==> src/hw/pdc_pkg.sv <==
// Package for the phase detector control block: word layout, modes and lock filter counts
package pdc_pkg;
	// Control word layout
	localparam int WORD_W = 16;
	localparam logic [0:0] ADDR_REF = 1'h0;
	localparam int PUMP_MULT_HI = 15;
	localparam int PUMP_MULT_LO = 14;
	localparam int SENSE_BIT = 12;
	localparam int DET_MODE_HI = 11;
	localparam int DET_MODE_LO = 10;
	localparam logic [15:0] CTRL_RESET = 16'h0000;
	// Detector state encodings
	localparam logic [1:0] DET_ON_MON_OFF = 2'h0;
	localparam logic [1:0] DET_ON_MON_ON = 2'h1;
	localparam logic [1:0] DET_BY_LOCK = 2'h2;
	localparam logic [1:0] DET_OFF = 2'h3;
	// Pump multiplier codes: 1.0, 1.5, 2.5, 4.0 times base current
	localparam logic [1:0] MULT_X1_0 = 2'h0;
	localparam logic [1:0] MULT_X1_5 = 2'h1;
	localparam logic [1:0] MULT_X2_5 = 2'h2;
	localparam logic [1:0] MULT_X4_0 = 2'h3;
	// Lock filter defaults; loss is counted three times faster than gain
	localparam int LOCK_CNT_W = 12;
	localparam logic [11:0] LOCK_MAX = 12'hFFF;
	localparam logic [11:0] LOCK_THRESH = 12'h800;
	localparam logic [11:0] LOCK_UP_STEP = 12'h001;
	localparam logic [11:0] LOCK_DOWN_STEP = 12'h003;

	typedef struct packed {
		logic [1:0] pump_mult;
		logic sense;
		logic [1:0] det_mode;
	} pdc_ctrl_s;

	typedef enum logic [1:0] {
		PDC_IDLE,
		PDC_UP,
		PDC_DOWN,
		PDC_RESET
	} pdc_pfd_e;
endpackage

==> src/hw/pdc_lock_filter.sv <==
// Saturating counter that models the filtered lock node
`timescale 1ns/1ps
module pdc_lock_filter
	import pdc_pkg::*;
#(
	parameter logic [11:0] THRESH = LOCK_THRESH
) (
	// Clock and reset
	input wire logic clock,
	input wire logic rst_b,
	// Events
	input wire logic ref_edge,
	input wire logic overlap,
	// Result
	output logic locked
);
	logic [LOCK_CNT_W-1:0] level;
	logic seen_overlap;

	// Overlap seen during the current reference cycle
	always_ff @(posedge clock or negedge rst_b) begin
		if (!rst_b) begin
			seen_overlap <= 1'b0;
		end else if (ref_edge) begin
			seen_overlap <= overlap;
		end else if (overlap) begin
			seen_overlap <= 1'b1;
		end
	end

	// Node charges slowly on clean cycles, discharges fast on overlap
	always_ff @(posedge clock or negedge rst_b) begin
		if (!rst_b) begin
			level <= '0;
		end else if (overlap) begin
			level <= (level > LOCK_DOWN_STEP) ? level - LOCK_DOWN_STEP : '0;
		end else if (ref_edge && !seen_overlap && level < LOCK_MAX) begin
			level <= level + LOCK_UP_STEP;
		end
	end

	always_ff @(posedge clock or negedge rst_b) begin
		if (!rst_b) begin
			locked <= 1'b0;
		end else begin
			locked <= (level >= THRESH);
		end
	end
endmodule // pdc_lock_filter

==> src/hw/pdc_top.sv <==
// Phase detector control: bus capture, detector, monitor outputs and lock indication
`timescale 1ns/1ps
module pdc_top
	import pdc_pkg::*;
#(
	parameter logic [11:0] LOCK_THRESHOLD = LOCK_THRESH
) (
	// Clock and reset
	input wire logic clock,
	input wire logic rst_b,
	// Programming bus pins
	input wire logic [WORD_W-1:0] bus_data,
	input wire logic bus_addr,
	input wire logic bus_strobe,
	// Divider outputs from the counters
	input wire logic rf_div,
	input wire logic ref_div,
	// Counter control and RF buffer
	output logic counters_reset,
	output logic [WORD_W-1:0] rf_word,
	output logic rf_word_load,
	// Charge pump
	output logic pump_up,
	output logic pump_down,
	output logic [1:0] pump_mult,
	// Monitor outputs
	output logic mon_rf,
	output logic mon_ref,
	// Lock indication, low when locked
	output logic lock_b
);
	logic [WORD_W-1:0] data_s1, data_s2;
	logic addr_s1, addr_s2, strobe_s1, strobe_s2, strobe_d;
	logic rf_s1, rf_s2, rf_d, ref_s1, ref_s2, ref_d;
	logic [WORD_W-1:0] ctrl_word;
	pdc_ctrl_s ctrl;
	pdc_pfd_e pfd;
	logic det_a, det_b, edge_a, edge_b, ref_edge, det_enable, locked;

	// ------------------------------------------------------------
	// Pin synchronisers
	// ------------------------------------------------------------
	// Data and address reset to all ones: open inputs pull high; strobe stages reset low
	always_ff @(posedge clock or negedge rst_b) begin
		if (!rst_b) begin
			data_s1 <= '1;
			data_s2 <= '1;
			addr_s1 <= 1'b1;
			addr_s2 <= 1'b1;
			strobe_s1 <= 1'b0;
			strobe_s2 <= 1'b0;
			strobe_d <= 1'b0;
		end else begin
			data_s1 <= bus_data;
			data_s2 <= data_s1;
			addr_s1 <= bus_addr;
			addr_s2 <= addr_s1;
			strobe_s1 <= bus_strobe;
			strobe_s2 <= strobe_s1;
			strobe_d <= strobe_s2;
		end
	end

	always_ff @(posedge clock or negedge rst_b) begin
		if (!rst_b) begin
			rf_s1 <= 1'b0;
			rf_s2 <= 1'b0;
			rf_d <= 1'b0;
			ref_s1 <= 1'b0;
			ref_s2 <= 1'b0;
			ref_d <= 1'b0;
		end else begin
			rf_s1 <= rf_div;
			rf_s2 <= rf_s1;
			rf_d <= rf_s2;
			ref_s1 <= ref_div;
			ref_s2 <= ref_s1;
			ref_d <= ref_s2;
		end
	end

	// ------------------------------------------------------------
	// Word capture on falling strobe
	// ------------------------------------------------------------
	always_ff @(posedge clock or negedge rst_b) begin
		if (!rst_b) begin
			ctrl_word <= CTRL_RESET;
			rf_word <= '0;
			rf_word_load <= 1'b0;
		end else begin
			rf_word_load <= 1'b0;
			if (strobe_d && !strobe_s2) begin
				if (addr_s2 == ADDR_REF) begin
					ctrl_word <= data_s2;
				end else begin
					rf_word <= data_s2;
					rf_word_load <= 1'b1;
				end
			end
		end
	end

	always_comb begin
		ctrl.pump_mult = ctrl_word[PUMP_MULT_HI:PUMP_MULT_LO];
		ctrl.sense = ctrl_word[SENSE_BIT];
		ctrl.det_mode = ctrl_word[DET_MODE_HI:DET_MODE_LO];
	end

	always_ff @(posedge clock or negedge rst_b) begin
		if (!rst_b) begin
			counters_reset <= 1'b0;
			pump_mult <= MULT_X1_0;
		end else begin
			counters_reset <= strobe_s2;
			pump_mult <= ctrl.pump_mult;
		end
	end

	// ------------------------------------------------------------
	// Phase/frequency detector
	// ------------------------------------------------------------
	// Sense bit swaps which divider leads the detector
	// Sense 0: reference leading (RF lagging) gives the sink pulse
	always_comb begin
		det_a = ctrl.sense ? ref_s2 : rf_s2;
		det_b = ctrl.sense ? rf_s2 : ref_s2;
		edge_a = det_a && !(ctrl.sense ? ref_d : rf_d);
		edge_b = det_b && !(ctrl.sense ? rf_d : ref_d);
		ref_edge = ref_s2 && !ref_d;
		case (ctrl.det_mode)
			DET_ON_MON_OFF: det_enable = 1'b1;
			DET_ON_MON_ON: det_enable = 1'b1;
			DET_BY_LOCK: det_enable = !locked;
			DET_OFF: det_enable = 1'b0;
			default: det_enable = 1'b0;
		endcase
	end

	// Up when det_a leads, down when det_b leads, cleared when both seen
	always_ff @(posedge clock or negedge rst_b) begin
		if (!rst_b) begin
			pfd <= PDC_IDLE;
		end else begin
			case (pfd)
				PDC_IDLE: begin
					if (edge_a && edge_b) pfd <= PDC_RESET;
					else if (edge_a) pfd <= PDC_UP;
					else if (edge_b) pfd <= PDC_DOWN;
				end
				PDC_UP: if (edge_b) pfd <= PDC_RESET;
				PDC_DOWN: if (edge_a) pfd <= PDC_RESET;
				PDC_RESET: pfd <= PDC_IDLE;
				default: pfd <= PDC_IDLE;
			endcase
		end
	end

	always_ff @(posedge clock or negedge rst_b) begin
		if (!rst_b) begin
			pump_up <= 1'b0;
			pump_down <= 1'b0;
		end else begin
			pump_up <= det_enable && !strobe_s2 && (pfd == PDC_UP);
			pump_down <= det_enable && !strobe_s2 && (pfd == PDC_DOWN);
		end
	end

	// ------------------------------------------------------------
	// Lock detection
	// ------------------------------------------------------------
	// Overlap: both divider edges seen, detector in the reset state
	pdc_lock_filter #(
		.THRESH(LOCK_THRESHOLD)
	) u_lock (
		.clock(clock),
		.rst_b(rst_b),
		.ref_edge(ref_edge),
		.overlap(pfd == PDC_RESET),
		.locked(locked)
	);

	always_ff @(posedge clock or negedge rst_b) begin
		if (!rst_b) begin
			lock_b <= 1'b1;
		end else begin
			lock_b <= !locked;
		end
	end

	// ------------------------------------------------------------
	// Monitor outputs
	// ------------------------------------------------------------
	always_ff @(posedge clock or negedge rst_b) begin
		if (!rst_b) begin
			mon_rf <= 1'b0;
			mon_ref <= 1'b0;
		end else if (ctrl.det_mode == DET_ON_MON_OFF) begin
			mon_rf <= 1'b0;
			mon_ref <= 1'b0;
		end else begin
			mon_rf <= ctrl.sense ? ref_s2 : rf_s2;
			mon_ref <= ctrl.sense ? rf_s2 : ref_s2;
		end
	end
endmodule // pdc_top

==> config.mk <==
export PLATFORM = sky130hd
export DESIGN_NAME = pdc_top
export DESIGN_NICKNAME = d
export VERILOG_FILES = /design/src/hw/pdc_pkg.sv /design/src/hw/pdc_lock_filter.sv /design/src/hw/pdc_top.sv
export SDC_FILE = /design/constraint.sdc
export NUM_CORES = 1
export LEC_CHECK = 0
export BUFFER_PORTS_ARGS = -buffer_cell sky130_fd_sc_hd__buf_2
export CAP_MARGIN = 20
export CORE_UTILIZATION = 51
export DETAILED_ROUTE_END_ITERATION = 7
export GPL_TIMING_DRIVEN = 0
export PLACE_DENSITY = 0.75
export SLEW_MARGIN = 15
export SYNTH_ARGS = -nofsm -noshare
export SYNTH_HDL_FRONTEND = slang
export SYNTH_SLANG_ARGS = --single-unit
==> constraint.sdc <==
create_clock -name clock -period 1.7 [get_ports clock]
set_input_delay 0.255 -clock clock [delete_from_list [all_inputs] [get_ports clock]]
set_output_delay 0.255 -clock clock [all_outputs]
set_load 0.02 [all_outputs]
==> results.toml <==
[routing]
drt_iter0_markers = 107
detail-route-antenna-nets = 0
wl_mm = 6.70
viasPerCell = 5.21
drc = 0
vias = 2360
wl_per_cell_um = 14.8
dr.pass1.iters = 5

[global_route]
grt_max_degree = 46
use_met3_pct = 6.06
gr-usage-met1_pct = 25.2
grtUsageMet2_pct = 32.9
grt_overflow = 0
grt_pass1_wl_mm = 10.9
antenna_found_initial = 0
grt.total_usage_pct = 20.3
busiest_layer = "met2"
grt_pass1_vias = 2321

[pwr]
vdd_drop_max_mv = 0.980
cellLeakagePower_nw = 2.05
netSwitchingFraction_pct = 34.2
clock_power_share_pct = 21.8
power_density_nw_per_um2 = 1490
p_seq_share_pct = 41.6
internal_power_mw = 4.39
p_sw_mw = 2.28
comb_power_share_pct = 36.6

[place]
gp_congestion = 0.876
dpl.cell_count = 400
io_buffer_count = 46
detailed_place_hpwl_mm = 3.87

[final_layout]
final_net_count = 400
syn2layout_area_growth_pct = 32.7
post-route-util_pct = 70.2
layout_commonest_cell = "nand2_1"
final_cell_mix = "nand2_1, dfrtp_1, buf_2"
instances_no_fill = 453
fillers = 427
diodes = 0
drive_gt1_share_pct = 43.6

[logic_synthesis]
avgSynthCellArea_um2 = 12.2
ys.warnings.count = 0
yosys_register_bits = 88
async_flop_share_pct = 100
synth_flop_cell = "dfrtp_1"
syn_area_um2 = 3380
synth_cell_types = 51
synthesis.nets = 305
synth_edf_count = 0
synth_seq_area_share_pct = 66.5
netlist_instances = 276

[clock_tree]
cts_tree = "built"
cts.path.max_buffers = 2
cts.clk_slew.worst_paths_ps = 90
clock-root-buffer = "clkbuf_8"
cts_sinks = 88
htreeDepth = 3
clk_latency_ps = 350
cts-buffers-inserted = 9

[hold_path]
hold_start = "data_s1[2]"
hold_class = "flip-flop to flip-flop"

[setup_path]
critPathRequiredTime_ps = 1990
worstSetupEndpointType = "flip-flop"
startpoint = "pfd[1]"
path_class = "flip-flop to flip-flop"
r2r_start = "pfd[1]"
cp_max_fo = 3
crit_arrival_ps = 2090
startpoint_type = "flip-flop"

[die]
rows = 29
num_io_pins = 47
core_um2 = 6390
die-width_um = 83.4
die_h_um = 83.4
initial_utilization_pct = 52.9
die_area_um2 = 6960

[timing]
slew_viol_final = 0
clock.fmax_mhz = 556
fin_hold_ws_ps = 352
tns_ps = -527
final.min_clock_period_ps = 1800
hold_viol_final = 0
fin_skew_ps = 7.50
rsz0062_at_grt = "yes"
relSlewSlack_pct = 63.0
worstMarginPinSlew_ps = 555
fin_crit_sh_pct = 106
setup_ws_ps = -98.1
setup_viol = 9

[outcome]
outcome = "complete, but fails checks"
violations = "setup timing"

[flow_run]
max_cap_viol_count = 0
==> Yosys cell counts, types with 2 or more instances <==
| cell | instances | area (um^2) |
|---|---|---|
| clkbuf_1 | 4 | 15.0 |
| ha_1 | 7 | 87.6 |
| and2_1 | 3 | 18.8 |
| a21oi_1 | 5 | 25.0 |
| and3_1 | 2 | 12.5 |
| nand4_1 | 3 | 18.8 |
| buf_2 | 2 | 10.0 |
| a2bb2oi_1 | 2 | 17.5 |
| dfstp_2 | 35 | 920 |
| nand2b_1 | 4 | 25.0 |
| nor2b_1 | 3 | 18.8 |
| nor3b_1 | 3 | 22.5 |
| o21ai_0 | 4 | 20.0 |
| a31oi_1 | 4 | 25.0 |
| nor3_1 | 4 | 20.0 |
| a21o_1 | 2 | 15.0 |
| inv_1 | 5 | 18.8 |
| mux2i_1 | 6 | 60.1 |
| dfrtp_1 | 53 | 1330 |
| nand2_1 | 62 | 233 |
| or4_1 | 5 | 37.5 |
| o211ai_1 | 2 | 15.0 |
| o21ai_1 | 4 | 20.0 |
| nor2_1 | 15 | 56.3 |
| mux2_2 | 5 | 56.3 |
| o21a_1 | 4 | 30.0 |
| buf_4 | 3 | 22.5 |
| nand3b_1 | 2 | 15.0 |
==> power by group through the flow <==
stage / sequential (mW) / combinational [mW] / clock [mW]
global placement: 2.75 / 1.67 / 0
CTS: 2.75 / 2.10 / 1.51
floorplan: 2.83 / 1.20 / 0
finish: 2.78 / 2.44 / 1.45
detailed placement: 2.76 / 1.71 / 0
global route: 2.83 / 2.66 / 1.58
==> sequential cells by signal, summed over array words and instances (netlist names), 2 cells and up <==
| name | cells |
|---|---|
| u_lock.level | 12 |
| ctrl_word | 5 |
| rf_word | 16 |
| data_s1 | 16 |
| pump_mult | 2 |
| data_s2 | 16 |
| pfd | 2 |
==> worst paths after layout <==
check                      slack [ps]  cells after the start              end
max                              -100                      7  u_lock.level[6]
min                               350                      0       data_s2[2]
max reg2reg                      -100                      7  u_lock.level[6]
min reg2reg                       350                      0       data_s2[2]
max in group asynchronous         590                      3      data_s2[12]
min in group asynchronous         440                      2       rf_word[1]
==> final cells by class <==
| cell class | count | area [um^2] | area share (%) |
|---|---|---|---|
| sequential | 88 | 2250 | 50.2 |
| multi-input combinational | 171 | 1210 | 27.0 |
| timing repair buffer | 86 | 624 | 13.9 |
| clock buffer | 10 | 128 | 2.85 |
| tap | 77 | 96.3 | 2.15 |
| clock inverter | 6 | 73.8 | 1.65 |
| buffer | 8 | 71.3 | 1.59 |
| inverter | 7 | 30.0 | 0.669 |
==> per-layer routing <==
layer,part of all wire (%),routed length (um)
met1,43,2860
met3,5.2,347
met5,0,0
met4,2.1,139
met2,50,3350
==> worst max-delay path, stage by stage (launching register included) <==
cell and delay [ps]:
dfrtp_1 440, ha_4 190, buf_6 110, nand2b_4 60
nor4b_4 330, nor2_1 110, or4_4 420, nand2_2 70
==> per-stage QoR <==
step,setup slack [ps],power [mW],instance area [um^2]
after floorplan,-17.1,4.04,3410
after global placement,-285,4.42,3740
after detailed placement,-154,4.48,3760
after CTS,-97.7,6.35,4350
after global routing,-195,7.06,4490
final,-98.1,6.67,4490
==> logic make-up after synthesis <==
logic type | share of synthesized area (%)
AO/OA/AOI/OAI | 6.74
XOR/XNOR | 0.259
adder cells (fa/ha/maj) | 2.59
buffers and inverters | 2.52
flip-flops | 66.5
multiplexers | 4.22
AND/OR/NAND/NOR | 17.2
==> repair_timing <==
| action | in CTS | in global routing |
|---|---|---|
| buffers inserted | 12 | 6 |
| hold buffers | 21 | 0 |
| cloned | 0 | 1 |
| setup endpoints to repair | 19 | 33 |
| pin swaps | 14 | 11 |
| gates resized for setup | 25 | 17 |
| endpoints found under the hold margin | 39 | 0 |
Note: power is estimated with default switching activity, not from simulation.
